**config.mk**
```make
export PLATFORM = sky130hd
export DESIGN_NAME = cfe_encoder
export DESIGN_NICKNAME = d
export VERILOG_FILES = /design/src/hdl/cfe_pkg.sv /design/src/hdl/cfe_encoder.sv /design/src/hdl/cfe_shift_reg.sv /design/src/hdl/cfe_tap_sum.sv
export VERILOG_INCLUDE_DIRS = /design/src /design/src/hdl
export SDC_FILE = /design/constraint.sdc
export NUM_CORES = 1
export LEC_CHECK = 0
export BUFFER_PORTS_ARGS = -buffer_cell sky130_fd_sc_hd__buf_2
export CORE_AREA = 4 4 41 43
export DETAILED_ROUTE_END_ITERATION = 10
export DIE_AREA = 0 0 45 47
export PLACE_DENSITY = 0.57
export SYNTH_ARGS = -nofsm -noshare
export SYNTH_HDL_FRONTEND = slang
export SYNTH_HIERARCHICAL = 1
export SYNTH_SLANG_ARGS = --single-unit
```
**constraint.sdc**
```tcl
create_clock -name clock -period 1.4 [get_ports clock]
set_input_delay 0.14 -clock clock [delete_from_list [all_inputs] [get_ports clock]]
set_output_delay 0.14 -clock clock [all_outputs]
set_load 0.02 [all_outputs]
```
**src/hdl/cfe_cfg.svh**
```systemverilog
// Build-time limits, defaults and reset values of the convolutional encoder
`ifndef CFE_CFG_SVH
`define CFE_CFG_SVH

// Fewest and most generator codes the encoder serves
`define CFE_MIN_CODES 2
`define CFE_MAX_CODES 7
// Shortest and longest constraint length the encoder serves
`define CFE_MIN_K 2
`define CFE_MAX_K 16
// Default constraint length and default octal generator pair
`define CFE_DEF_K 7
`define CFE_DEF_NUM_CODES 2
`define CFE_DEF_CODE0 16'o171
`define CFE_DEF_CODE1 16'o133
// Reset value of every shift stage; the output flops reset to a fixed zero
`define CFE_STAGE_RST 1'b0
// Clock-to-output latency of coded bits after an accepted bit
`define CFE_LATENCY 1

`endif

```
**src/hdl/cfe_pkg.sv**
```systemverilog
// Types shared by the convolutional encoder modules
package cfe_pkg;

    // One input sample as offered by the bit source
    typedef struct packed {
        logic bit_in;
        logic valid;
    } cfe_sample_t;

    // Control applied to the shift register in one cycle
    typedef struct packed {
        logic clear;
        logic shift;
    } cfe_ctrl_t;

endpackage : cfe_pkg

```
**src/hdl/cfe_encoder.sv**
```systemverilog
// Feed-forward convolutional encoder, top level
`timescale 1ns/1ps
`include "cfe_cfg.svh"

module cfe_encoder #(
    parameter int CONSTRAINT_LEN = `CFE_DEF_K,
    parameter int NUM_CODES = `CFE_DEF_NUM_CODES,
    // Entry 0 is the first code; only the low CONSTRAINT_LEN bits are used
    parameter logic [`CFE_MAX_CODES-1:0][`CFE_MAX_K-1:0] GEN_CODES =
        {80'h0, `CFE_DEF_CODE1, `CFE_DEF_CODE0},
    parameter bit USE_ENABLE = 1'b0
) (
    // Clock and reset
    input wire logic clock,
    input wire logic resetn,
    // Encoder control
    input wire logic encoder_clear,
    input wire logic encoder_enable,
    // Bit source
    input wire logic data_in,
    input wire logic data_in_valid,
    // Coded stream to the decoder
    output logic [NUM_CODES-1:0] coded_bits,
    output logic coded_bit_first,
    output logic coded_bit_second,
    output logic coded_valid
);

    localparam int DEPTH = CONSTRAINT_LEN - 1;

    ////////////////////////////////////////////////////////////////////////
    // Elaboration checks

    if (NUM_CODES < `CFE_MIN_CODES || NUM_CODES > `CFE_MAX_CODES) begin : g_bad_n
        $error("cfe_encoder: NUM_CODES must lie in 2..7");
    end
    if (CONSTRAINT_LEN < `CFE_MIN_K || CONSTRAINT_LEN > `CFE_MAX_K) begin : g_bad_k
        $error("cfe_encoder: CONSTRAINT_LEN out of range");
    end
    for (genvar c = 0; c < NUM_CODES; c++) begin : g_chk
        if ((GEN_CODES[c] >> CONSTRAINT_LEN) != 0) begin : g_bad_code
            $error("cfe_encoder: generator code wider than window");
        end
        if (GEN_CODES[c] == 0) begin : g_zero_code
            $error("cfe_encoder: generator code is zero");
        end
    end

    ////////////////////////////////////////////////////////////////////////
    // Acceptance

    cfe_pkg::cfe_sample_t sample;
    cfe_pkg::cfe_ctrl_t ctrl;
    logic enable_eff;
    logic accept;

    // Without an enable port the encoder always runs
    assign enable_eff = USE_ENABLE ? encoder_enable : 1'b1;
    // A single unsigned bit per symbol is all the datapath carries
    assign sample = '{bit_in: data_in, valid: data_in_valid};
    // Clear wins over a bit offered in the same cycle
    assign accept = sample.valid && enable_eff && !encoder_clear;
    assign ctrl = '{clear: encoder_clear, shift: accept};

    ////////////////////////////////////////////////////////////////////////
    // Shift register and window

    logic [DEPTH-1:0] stages;
    logic [DEPTH-1:0] stages_rev;
    logic [CONSTRAINT_LEN-1:0] window;

    cfe_shift_reg #(
        .DEPTH(DEPTH)
    ) u_shift (
        .clock(clock),
        .resetn(resetn),
        .ctrl(ctrl),
        .bit_in(sample.bit_in),
        .stages(stages)
    );

    // Stage 0 holds the newest stored bit, so it must sit just below the
    // input; a plain concatenation would hand the oldest bit to code bit K-2
    for (genvar s = 0; s < DEPTH; s++) begin : g_rev
        assign stages_rev[DEPTH-1-s] = stages[s];
    end

    // Newest bit sits at the top so the code MSB reaches it
    assign window = {sample.bit_in, stages_rev};

    ////////////////////////////////////////////////////////////////////////
    // Parity per generator

    logic [NUM_CODES-1:0] parity;

    for (genvar c = 0; c < NUM_CODES; c++) begin : g_code
        cfe_tap_sum #(
            .WIDTH(CONSTRAINT_LEN),
            .TAPS(GEN_CODES[c][CONSTRAINT_LEN-1:0])
        ) u_sum (
            .window(window),
            .parity(parity[c])
        );
    end

    ////////////////////////////////////////////////////////////////////////
    // Output registers

    logic [NUM_CODES-1:0] coded_q;
    logic [NUM_CODES-1:0] coded_d;
    logic valid_q;
    logic valid_d;

    // Coded bits hold their last value between accepted inputs
    assign coded_d = accept ? parity : coded_q;
    assign valid_d = accept;

    always_ff @(posedge clock or negedge resetn) begin
        if (!resetn) begin
            coded_q <= '0;
            valid_q <= 1'b0;
        end else begin
            coded_q <= coded_d;
            valid_q <= valid_d;
        end
    end

    assign coded_bits = coded_q;
    assign coded_bit_first = coded_q[0];
    assign coded_bit_second = coded_q[1];
    assign coded_valid = valid_q;

endmodule : cfe_encoder

```
**src/hdl/cfe_shift_reg.sv**
```systemverilog
// Feed-forward delay line holding the previously accepted input bits
`timescale 1ns/1ps
`include "cfe_cfg.svh"

module cfe_shift_reg #(
    parameter int DEPTH = `CFE_DEF_K - 1
) (
    // Clock and reset
    input wire logic clock,
    input wire logic resetn,
    // Control and data
    input wire cfe_pkg::cfe_ctrl_t ctrl,
    input wire logic bit_in,
    // Stages, index 0 newest
    output logic [DEPTH-1:0] stages
);

    logic [DEPTH-1:0] stages_q;
    logic [DEPTH-1:0] stages_d;
    logic [DEPTH-1:0] shifted;

    if (DEPTH < 1) begin : g_bad_depth
        $error("cfe_shift_reg: DEPTH must be at least 1");
    end

    if (DEPTH > 1) begin : g_wide
        assign shifted = {stages_q[DEPTH-2:0], bit_in};
    end else begin : g_one
        assign shifted = bit_in;
    end

    // Clear outranks shift; otherwise the line holds its contents
    assign stages_d = ctrl.clear ? {DEPTH{`CFE_STAGE_RST}} :
                      ctrl.shift ? shifted : stages_q;

    always_ff @(posedge clock or negedge resetn) begin
        if (!resetn) begin
            stages_q <= {DEPTH{`CFE_STAGE_RST}};
        end else begin
            stages_q <= stages_d;
        end
    end

    assign stages = stages_q;

endmodule : cfe_shift_reg

```
**src/hdl/cfe_tap_sum.sv**
```systemverilog
// Modulo-two sum of the data window under one constant tap mask
`timescale 1ns/1ps

module cfe_tap_sum #(
    parameter int WIDTH = 7,
    parameter logic [WIDTH-1:0] TAPS = '1
) (
    // Window, bit WIDTH-1 newest
    input wire logic [WIDTH-1:0] window,
    // Parity of the selected taps
    output logic parity
);

    if (WIDTH < 1) begin : g_bad_width
        $error("cfe_tap_sum: WIDTH must be at least 1");
    end

    // A constant mask lets synthesis drop every zero tap outright
    assign parity = ^(window & TAPS);

endmodule : cfe_tap_sum

```
==> reports/qor_table.md, run 1 <==
| Step | Item | Reported |
| --- | --- | --- |
| sta | Max-slew violations | 0 |
| layout | Post-route cell area | 541 sq um |
| detailed routing | Violation count after the first detailed-route iteration | 2 |
| synth | Adder-cell area share of the yosys netlist | 0% |
| layout | Number of antenna repair diodes | 0 |
| grt | Total track usage | 8.67% |
| detailed routing | Aggregate routed wire length | 768 um |
| cts | Buffer depth of the longest clock path | 2 |
| detailed routing | Average wire per cell in the routed design | 12.8 um |
| place | # port buffers | 9 |
| place | Post-detailed-placement cell area | 503 sq um |
| sta | Setup TNS after final layout | 0 ns |
| pwr | Peak supply drop | 0.434 mV |
| layout | Area Growth Syn to Fin | 18.0% |
| die | Core ar. | 1300 sq um |
| cts | TritonCTS clock tree | built |
| worst setup path | Cell type of the slowest stage on the worst timing path | sky130_fd_sc_hd__dfrtp_1 |
| worst setup path | Cells along the critical path | xnor3_1 -> xnor2_1 -> mux2_4 |
| place | Detailed Place HPWL | 606 um |
| grt | GRT overflow | 0 |
| worst setup path | CP top delay family | XOR/XNOR gates |
| sta | Setup repair after global routing missed its margin | false |
| grt | Vias in the first global route | 270 |
| sta | Final-report setup violation count | 0 |
| die | Die H | 47 um |
| synth | Xor/xnor cell area share of the yosys netlist | 17.5% |
| worst setup path | Worst Path Class, Setup | reg -> reg |
| sta | Min cycle time layout | 1.31 ns |
| detailed routing | Remaining number of nets flagged by the antenna check after routing | 0 |
| synth | Dominant combinational cell family by area after synthesis | multiplexers |
| grt | Initial antenna violation count | 0 |
| synth | Number of storage elements in the synthesis netlist | 9 |
| sta | Hold violation count in the final report | 0 |
| run | Max-cap violation count | 0 |
| synth | Portion of netlist area occupied by mux cells | 19.7% |
| cts | Number of buffers added by the clock tree synthesis step | 3 |
| detailed routing | Routed vias/inst | 4.30 |
| worst setup path | Bufs and invs on worst path | 0 |
| synth | Cell taking the most area after synthesis | sky130_fd_sc_hd__dfrtp_1 |
| cts | CTS clock-pin slew for the worst setup and hold paths | 0.06 ns |
| die | FP Rows | 13 |
| worst setup path | Worst Setup End Kind | flip-flop |
| detailed routing | Count of unresolved DRC violations after routing | 0 |
| worst setup path | Arrival @ worst endpoint | 1.46 ns |
| cts | CTS sink cnt | 9 |
| die | Number of I/O pins | 11 |
| synth | Number of distinct library cells after synthesis | 10 |
| sta | Worst relative slew slack | 79.2% |
| detailed routing | Detailed-routing iteration count for the pre-antenna-repair pass | 2 |
| synth | YS warnings | 6 |
| synth | Cell types occupying the most area after synthesis | sky130_fd_sc_hd__dfrtp_1, sky130_fd_sc_hd__mux2i_1, sky130_fd_sc_hd__xnor3_1 |
| sta | Top achievable clock speed | 761 MHz |
| sta | Clock Skew | 0.00360 ns |
| cts | Clock root buffer master | sky130_fd_sc_hd__clkbuf_4 |
| worst setup path | Worst-path maximum fanout | 3 |
| synth | Area share of the largest cell type after synthesis | 49.2% |
| layout | Fraction of final layout cells sized beyond drive strength 1 | 37.8% |
| detailed routing | Via count | 258 |
| synth | Seq/Total Area, Yosys | 49.2% |
| synth | Simple-gate area share of the yosys netlist | 7.92% |
| die | Die W | 45 um |
| synth | Net count after synthesis | 39 |
| min path | Class of the worst hold path | in -> reg |
| grt | Pin count of the biggest net entering global routing | 10 |
| pwr | Cell area power density | 1110 nW/um^2 |
| synth | Syn Std Cell Area | 458 sq um |
| layout | FF+latch area | 225 sq um |
| worst setup path | Path length in cells of the critical path | 3 |
| cts | Clk Latency, worst-skew pair | 0.26 ns |
| cts | Maximum level of the CTS H-tree | 1 |
| layout | Final layout net count | 52 |
| die | Effective utilization at floorplan | 35.2% |
| layout | Area occupied by multi-input gates | 206 sq um |
| cts | Gates resized, CTS repair | 0 |
| synth | Synth Area per Inst | 13.9 sq um |
| synth | Compound-cell area share of the yosys netlist | 0% |
| die | Area enclosed by the die boundary | 2120 sq um |
| min path | Worst hold stages | 2 |
| place | Weighted congestion at the end of routability-driven global placement | 0.685 |
| layout | Number of filler instances in the final layout | 131 |
| worst setup path | Required @ worst endpoint | 1.54 ns |
| synth | Cells after Synth | 33 |
| grt | First-pass GRT wire length | 1.21 mm |
| sta | Period Utilization, post-route | 93.8% |
| worst setup path | R2R cell count | 3 |
| worst setup path | Startpoint type of the worst setup path | flip-flop |
| worst setup path | Largest stage delay, worst path | 0.43 ns |
| cts | Total setup buffers inserted after CTS | 0 |
| sta | Slew at the pin with the worst max-slew slack | 0.311 ns |
| pwr | Total leakage power | 0.280 nW |
| outcome | Result of the run | finished clean |
-- sequential cells by signal (all words and copies together) (netlist names) --
| signal | cells |
|---|---|
| coded_bits | 2 |
| u_shift/stages | 6 |
| coded_valid | 1 |
-- final timing paths --
check                                          to         startpoint  slack (ns)
worst max register to register      coded_bits[0]  u_shift/stages[5]        0.09
worst max-delay path                coded_bits[0]  u_shift/stages[5]        0.09
worst min-delay path            u_shift/stages[2]      encoder_clear        0.15
min in group asynchronous           coded_bits[1]             resetn        0.25
max in group asynchronous           coded_bits[0]             resetn        0.96
worst min register to register      coded_bits[0]      coded_bits[0]        0.53
-- worst reg2reg max path: stages, from the launching register on --
cell,delay (ns)
sky130_fd_sc_hd__dfrtp_1,0.43
sky130_fd_sc_hd__xnor3_1,0.36
sky130_fd_sc_hd__xnor2_1,0.15
sky130_fd_sc_hd__mux2_4,0.26
-- where the power goes --
part | internal (W) | leakage (nW) | switching [W]
registers | 0.000275 | 0.120 | 0.0000106
logic | 0.0000505 | 0.142 | 0.0000649
clock network | 0.000105 | 0.0177 | 0.0000946
-- kinds of logic (layout without fill, tap and decap cells) --
kind of cell | count (synthesis) | after routing
XOR/XNOR | 6 | 6
buffers and inverters | 3 | 15
flip-flops | 9 | 9
AND/OR/NAND/NOR | 7 | 7
multiplexers | 8 | 8
-- final cells by class --
type	instances	area share, %
clock inverter	1	0.926
sequential	9	41.7
tap	15	3.47
multi-input combinational	21	38.2
clock buffer	3	4.17
timing repair buffer	11	11.6
-- cells in the final DEF (no fill, tap or decap) --
master,n
sky130_fd_sc_hd__dfrtp_1,9
sky130_fd_sc_hd__buf_2,9
sky130_fd_sc_hd__mux2i_1,6
sky130_fd_sc_hd__nor2_1,6
sky130_fd_sc_hd__clkbuf_4,3
sky130_fd_sc_hd__mux2_4,2
sky130_fd_sc_hd__xor2_1,2
sky130_fd_sc_hd__xnor3_1,2
sky130_fd_sc_hd__xnor2_1,2
sky130_fd_sc_hd__nor2b_4,1
sky130_fd_sc_hd__clkinv_2,1
sky130_fd_sc_hd__dlygate4sd3_1,1
sky130_fd_sc_hd__buf_4,1
-- cell usage after synthesis --
master and number:
sky130_fd_sc_hd__xor2_1 2, sky130_fd_sc_hd__buf_6 1, sky130_fd_sc_hd__mux2_4 2, sky130_fd_sc_hd__xnor3_1 2, sky130_fd_sc_hd__dfrtp_1 9, sky130_fd_sc_hd__nor2_1 6, sky130_fd_sc_hd__nor2b_4 1, sky130_fd_sc_hd__buf_4 2
sky130_fd_sc_hd__mux2i_1 6, sky130_fd_sc_hd__xnor2_1 2
-- what timing repair did --
item | in CTS | in global routing
endpoints found under the setup margin | 0 | 0
hold buffers | 1 | 0
hold endpoints to repair | 9 | 0
-- metrics by stage --
| stage | hold WS, ns | instances | setup WS (ns) | power (W) | util (%) |
|---|---|---|---|---|---|
| after global routing | 0.149 | 60 | 0.0338 | 0.000637 | 41.5 |
| after global placement | -0.00431 | 55 | 0.122 | 0.000402 | 38.7 |
| final | 0.148 | 60 | 0.0862 | 0.000601 | 41.5 |
| after detailed placement | -0.000154 | 55 | 0.0933 | 0.000405 | 38.7 |
| after floorplan | -0.156 | 33 | 0.132 | 0.000378 | - |
| after CTS | 0.147 | 60 | 0.0784 | 0.000610 | 41.5 |
-- per-layer routing --
layer | track usage, % | routed length (um)
met5 | 0 | 0
met4 | 5.26 | 15
met3 | 3.45 | 36
met2 | 14.1 | 385
met1 | 9.52 | 331
(Power assumes the default switching activity.)
==> run 2: changes to the inputs <==
--- a/config.mk
+++ b/config.mk
@@ -7,10 +7,10 @@
 export NUM_CORES = 1
 export LEC_CHECK = 0
 export BUFFER_PORTS_ARGS = -buffer_cell sky130_fd_sc_hd__buf_2
-export CORE_AREA = 4 4 41 43
+export CORE_MARGIN = 4
+export CORE_UTILIZATION = 35
 export DETAILED_ROUTE_END_ITERATION = 10
-export DIE_AREA = 0 0 45 47
-export PLACE_DENSITY = 0.57
+export PLACE_DENSITY = 0.58
 export SYNTH_ARGS = -nofsm -noshare
 export SYNTH_HDL_FRONTEND = slang
 export SYNTH_HIERARCHICAL = 1
==> run 2 against run 1 <==
Compared with the run above: worst hold slack better by 0.017 ns; clock power hardly changed; critical path depth stayed put; highest routed layer is now met3; wire length is 4.6% lower; sequential power hardly changed; fmax is 1.2% higher; non-clock buffer count stayed put; combinational power hardly changed; sequential share of layout area is 0.19 points higher; critical endpoint is now coded_bits[1].
==> reports/qor_table.md, run 2 (synthesized netlist as in run 1, its figures left out) <==
| Step | Item | Reported |
| --- | --- | --- |
| die | Die W | 44.2 um |
| layout | Fraction of final layout cells sized beyond drive strength 1 | 35.6% |
| min path | Start point of the worst hold path | encoder_clear |
| min path | Worst hold stages | 2 |
| place | Post-detailed-placement cell area | 502 sq um |
| place | # port buffers | 9 |
| pwr | Total leakage power | 0.277 nW |
| layout | Max FFs per register | 6 |
| cts | Buffer depth of the longest clock path | 2 |
| cts | TritonCTS clock tree | built |
| sta | Setup TNS after final layout | 0 ns |
| grt | Met2 capacity usage during global routing | 13.4% |
| worst setup path | Worst Path Class, Setup | reg -> reg |
| min path | Hold Crit Endpoint | u_shift/stages[1] |
| grt | First-pass GRT wire length | 1.27 mm |
| grt | GRT overflow | 0 |
| grt | Total track usage | 9.26% |
| pwr | Peak supply drop | 0.487 mV |
| place | Weighted congestion at the end of routability-driven global placement | 0.739 |
| cts | Maximum level of the CTS H-tree | 1 |
| worst setup path | Required @ worst endpoint | 1.54 ns |
| worst setup path | Worst-path maximum fanout | 3 |
| min path | Class of the worst hold path | in -> reg |
| detailed routing | Aggregate routed wire length | 733 um |
| worst setup path | Endpoint of the worst register-to-register path | coded_bits[1] |
| detailed routing | Violation count after the first detailed-route iteration | 0 |
| worst setup path | FF-to-FF setup slack | 0.10 ns |
| detailed routing | Remaining number of nets flagged by the antenna check after routing | 0 |
| detailed routing | Count of unresolved DRC violations after routing | 0 |
| worst setup path | Arrival @ worst endpoint | 1.44 ns |
| layout | Number of antenna repair diodes | 0 |
| sta | Min cycle time layout | 1.30 ns |
| sta | Worst relative slew slack | 78.5% |
| outcome | Result of the run | finished clean |
| pwr | Cell area power density | 1110 nW/um^2 |
| sta | Slew at the pin with the worst max-slew slack | 0.323 ns |
| grt | Global-route track usage on met1 | 11.3% |
| sta | Hold violation count in the final report | 0 |
| sta | Period Utilization, post-route | 92.7% |
| layout | Area Growth Syn to Fin | 17.5% |
| die | Die H | 44.2 um |
| detailed routing | Detailed-routing iteration count for the pre-antenna-repair pass | 1 |
| cts | CTS clock-pin slew for the worst setup and hold paths | 0.06 ns |
| run | Max-cap violation count | 0 |
| cts | Number of buffers added by the clock tree synthesis step | 3 |
| detailed routing | Average wire per cell in the routed design | 12.4 um |
| sta | Clock Skew | 0.00243 ns |
| worst setup path | R2R cell count | 3 |
| sta | Final-report setup violation count | 0 |
| cts | CTS sink cnt | 9 |
| layout | Area occupied by multi-input gates | 206 sq um |
| grt | Vias in the first global route | 292 |
| layout | Number of filler instances in the final layout | 113 |
| die | Core ar. | 1170 sq um |
| detailed routing | Via count | 266 |
| grt | Busiest metal layer after global routing | met2 |
| layout | Highest-count cells in the layout ignoring fill and taps | sky130_fd_sc_hd__dfrtp_1, sky130_fd_sc_hd__buf_2, sky130_fd_sc_hd__mux2i_1, sky130_fd_sc_hd__nor2_1, sky130_fd_sc_hd__clkbuf_4 |
| layout | Final layout net count | 52 |
| die | Effective utilization at floorplan | 39.1% |
| sta | Worst hold slack across all endpoints | 0.165 ns |
| layout | Post-route cell area | 538 sq um |
| grt | Initial antenna violation count | 0 |
| sta | Top achievable clock speed | 770 MHz |
| grt | Pin count of the biggest net entering global routing | 10 |
| worst setup path | Startpoint type of the worst setup path | flip-flop |
| cts | Clk Latency, worst-skew pair | 0.26 ns |
| cts | Clock root buffer master | sky130_fd_sc_hd__clkbuf_4 |
| sta | Setup repair after global routing missed its margin | false |
| sta | Max-slew violations | 0 |
| worst setup path | Worst Setup End Kind | flip-flop |
| detailed routing | Routed vias/inst | 4.51 |
| die | Area enclosed by the die boundary | 1950 sq um |
| grt | Met3 global-route usage | 4.07% |
| layout | FF+latch area | 225 sq um |
| worst setup path | Worst reg2reg path startpoint | u_shift/stages[4] |
| place | Detailed Place HPWL | 545 um |
| die | FP Rows | 12 |
| die | Number of I/O pins | 11 |
run 2: cell count changes in the layout (fill, tap and decap cells not counted):
| cell | change |
|---|---|
| sky130_fd_sc_hd__clkbuf_1 | +1 |
| sky130_fd_sc_hd__clkinv_2 | -1 |
run 2: what timing repair did:
| item | CTS | global route |
|---|---|---|
| gates resized for setup | 0 | 0 |
| hold buffers | 1 | 0 |
| setup buffers | 0 | 0 |
| endpoints found under the hold margin | 9 | 0 |
run 2: how the worst max path moves through the flow:
stage | from | to | slack (ns) | cells past startpoint
final | u_shift/stages[4] | coded_bits[1] | 0.10 | 3
after detailed placement | u_shift/stages[5] | coded_bits[1] | 0.10 | 3
after CTS | u_shift/stages[5] | coded_bits[1] | 0.09 | 3
after global routing | u_shift/stages[5] | coded_bits[0] | 0.06 | 3
after global placement | u_shift/stages[4] | coded_bits[1] | 0.13 | 3
after floorplan | u_shift/stages[2] | coded_bits[0] | 0.13 | 3
run 2: metal layers:
metal | routed length [um] | vias to the layer above
met5 | 0 | -
met2 | 350 | 8
li1 | - | 130
met3 | 54 | 0
met1 | 328 | 128
met4 | 0 | 0
run 2: power by group:
part / internal [W] / total (W) / switching, W
logic: 0.0000506 / 0.000115 / 0.0000642
clock network: 0.000110 / 0.000198 / 0.0000887
registers: 0.000275 / 0.000284 / 0.00000950
run 2: worst max-delay path: stages, from the launching register on:
cell and delay [ns]:
sky130_fd_sc_hd__dfrtp_1 0.37, sky130_fd_sc_hd__xnor3_1 0.41, sky130_fd_sc_hd__xnor2_1 0.14, sky130_fd_sc_hd__mux2_4 0.26
run 2: layout make-up:
class | instances | area share [%]
Clock buffer | 4 | 4.88
Tap cell | 14 | 3.26
Timing Repair Buffer | 11 | 11.6
Sequential cell | 9 | 41.9
Multi-Input combinational cell | 21 | 38.4
run 2: through the flow:
step	cells	power, W	setup WS [ns]	utilization, %
global route	59	0.000631	0.0610	45.9
global placement	54	0.000401	0.133	42.8
finish	59	0.000597	0.102	45.9
floorplan	33	0.000378	0.132	-
detailed placement	54	0.000404	0.104	42.8
CTS	59	0.000608	0.0920	45.9
==> run 3: changes to the inputs <==
--- a/config.mk
+++ b/config.mk
@@ -11,6 +11,7 @@
 export CORE_UTILIZATION = 35
 export DETAILED_ROUTE_END_ITERATION = 10
 export PLACE_DENSITY = 0.58
+export RECOVER_POWER = 100
 export SYNTH_ARGS = -nofsm -noshare
 export SYNTH_HDL_FRONTEND = slang
 export SYNTH_HIERARCHICAL = 1
==> run 3 against run 2 <==
Compared with the run above: first-iteration DRC count is the same; global-route usage stayed put; clock power barely moved; largest power group unchanged; cell area is 2.8% lower; sequential share of layout area grew 1.2 points; largest cell class unchanged; critical path type unchanged; critical path depth is the same; clock skew grew 0.00070 ns; core utilization is 1.3 points lower.
==> reports/qor_table.md, run 3 (synthesized netlist as in run 1, its figures left out) <==
| Step | Item | Reported |
| --- | --- | --- |
| detailed routing | Count of unresolved DRC violations after routing | 0 |
| worst setup path | Arrival @ worst endpoint | 1.44 ns |
| place | Post-place setup slack | 0.104 ns |
| detailed routing | Routed vias/inst | 4.53 |
| place | Weighted congestion at the end of routability-driven global placement | 0.739 |
| worst setup path | Required @ worst endpoint | 1.54 ns |
| pwr | Internal power | 0.000427 W |
| cts | Hold bufs inserted after CTS | 1 |
| sta | Min cycle time layout | 1.30 ns |
| pwr | Cell area power density | 1130 nW/um^2 |
| layout | Max FFs per register | 6 |
| layout | Highest-count cells in the layout ignoring fill and taps | sky130_fd_sc_hd__dfrtp_1, sky130_fd_sc_hd__clkbuf_1, sky130_fd_sc_hd__mux2i_1, sky130_fd_sc_hd__nor2_1, sky130_fd_sc_hd__clkbuf_4 |
| cts | TritonCTS clock tree | built |
| grt | Initial antenna violation count | 0 |
| sta | Hold violation count in the final report | 0 |
| cts | Gates resized, CTS repair | 0 |
| cts | Clock root buffer master | sky130_fd_sc_hd__clkbuf_4 |
| sta | Slew at the pin with the worst max-slew slack | 0.930 ns |
| cts | Number of buffers added by the clock tree synthesis step | 3 |
| cts | Clk Latency, worst-skew pair | 0.26 ns |
| worst setup path | Worst Setup End Kind | flip-flop |
| cts | Buffer depth of the longest clock path | 2 |
| detailed routing | Violation count after the first detailed-route iteration | 0 |
| place | Detailed Place HPWL | 545 um |
| grt | First-pass GRT wire length | 1.27 mm |
| die | FP Rows | 12 |
| detailed routing | Detailed-routing iteration count for the pre-antenna-repair pass | 1 |
| sta | Worst relative slew slack | 37.9% |
| worst setup path | Startpoint type of the worst setup path | flip-flop |
| pwr | P_sw | 0.000163 W |
| worst setup path | Cell type of the slowest stage on the worst timing path | sky130_fd_sc_hd__xnor3_1 |
| die | Die W | 44.2 um |
| die | Area enclosed by the die boundary | 1950 sq um |
| pwr | Total leakage power | 0.254 nW |
| cts | Total setup buffers inserted after CTS | 0 |
| die | Effective utilization at floorplan | 39.1% |
| layout | Most common cell after layout, fill and taps aside | sky130_fd_sc_hd__dfrtp_1 |
| pwr | Switching power as a share of total power | 27.7% |
| die | Die H | 44.2 um |
| sta | Worst-case setup margin in the final layout | 0.0984 ns |
| layout | Final layout net count | 52 |
| place | # port buffers | 9 |
| worst setup path | Worst Path Class, Setup | reg -> reg |
| min path | Class of the worst hold path | in -> reg |
| sta | Final-report setup violation count | 0 |
| detailed routing | Via count | 267 |
| outcome | Result of the run | finished clean |
| sta | Clock Skew | 0.00313 ns |
| worst setup path | Worst-path maximum fanout | 3 |
| layout | Fraction of final layout cells sized beyond drive strength 1 | 20.0% |
| die | Number of I/O pins | 11 |
| worst setup path | Largest stage delay, worst path | 0.41 ns |
| detailed routing | Aggregate routed wire length | 742 um |
| pwr | Comb pwr share | 17.9% |
| pwr | Peak supply drop | 0.479 mV |
| worst setup path | Cells along the critical path | xnor3_1 -> xnor2_1 -> mux2_4 |
| grt | Vias in the first global route | 292 |
| detailed routing | Remaining number of nets flagged by the antenna check after routing | 0 |
| run | Max-cap violation count | 0 |
| cts | Maximum level of the CTS H-tree | 1 |
| sta | Setup TNS after final layout | 0 ns |
| die | Core ar. | 1170 sq um |
| cts | CTS sink cnt | 9 |
| detailed routing | Average wire per cell in the routed design | 12.6 um |
| sta | Max-slew violations | 0 |
| cts | CTS clock-pin slew for the worst setup and hold paths | 0.06 ns |
| sta | Top achievable clock speed | 768 MHz |
| pwr | Sequential share of power | 48.3% |
| grt | Pin count of the biggest net entering global routing | 10 |
| sta | Setup repair after global routing missed its margin | false |
| pwr | Share of power burned in the clock network | 33.8% |
| grt | GRT overflow | 0 |
| grt | Total track usage | 9.26% |
| layout | Area Growth Syn to Fin | 14.2% |
| sta | Period Utilization, post-route | 93.0% |
| layout | Number of antenna repair diodes | 0 |
[run 3: cell types whose count changed in the layout (fill, tap and decap cells not counted)]
cell / delta
sky130_fd_sc_hd__buf_2: -7
sky130_fd_sc_hd__clkbuf_2: +1
sky130_fd_sc_hd__nor2b_4: -1
sky130_fd_sc_hd__clkbuf_1: +6
sky130_fd_sc_hd__nor2b_1: +1
[run 3: critical path, delay by kind of cell (launching register included)]
family        cells  cell delay (ns)
XOR/XNOR          2             0.56
flip-flops        1             0.37
multiplexers      1             0.26
[run 3: stage by stage]
step,utilization (%),hold WS (ns),instances,total power [W],instance area (sq um)
6_report,44.7,0.149,59,0.000590,523
5_1_grt,44.7,0.164,59,0.000623,523
4_1_cts,45.9,0.163,59,0.000608,538
3_5_place_dp,42.8,0.00554,54,0.000404,502
3_3_place_gp,42.8,-0.00380,54,0.000401,502
2_1_floorplan,-,-0.156,33,0.000378,458
[run 3: final cells by class]
cell class / count / area [sq um]
Clock buffer: 4 / 26.3
Fill cell: 116 / 648
Multi-Input combinational cell: 21 / 199
Sequential cell: 9 / 225
Tap cell: 14 / 17.5
Timing Repair Buffer: 11 / 55.1
[run 3: worst paths after layout]
check	startpoint	to	slack [ns]	depth (start not counted)
max in group asynchronous	resetn	coded_bits[0]	0.72	2
min in group asynchronous	resetn	u_shift/stages[3]	0.35	2
setup / recovery	u_shift/stages[4]	coded_bits[1]	0.1	3
setup reg to reg	u_shift/stages[4]	coded_bits[1]	0.1	3
hold / removal	encoder_clear	u_shift/stages[2]	0.15	2
hold reg to reg	u_shift/stages[3]	u_shift/stages[3]	0.52	2
[run 3: layer usage]
metal	vias to the layer above	routed length, um	global-route usage [%]
li1	130	-	-
met1	129	338	11.3
met2	8	346	13.4
met3	0	57	4.07
met4	0	0	5.42
met5	-	0	0
[run 3: power by group through the flow]
stage	combinational, W	clock [W]	sequential (W)
global placement	0.000113	0	0.000288
CTS	0.000117	0.000207	0.000285
finish	0.000106	0.000199	0.000285
global route	0.000115	0.000221	0.000287
detailed placement	0.000115	0	0.000289
floorplan	0.0000733	0	0.000305
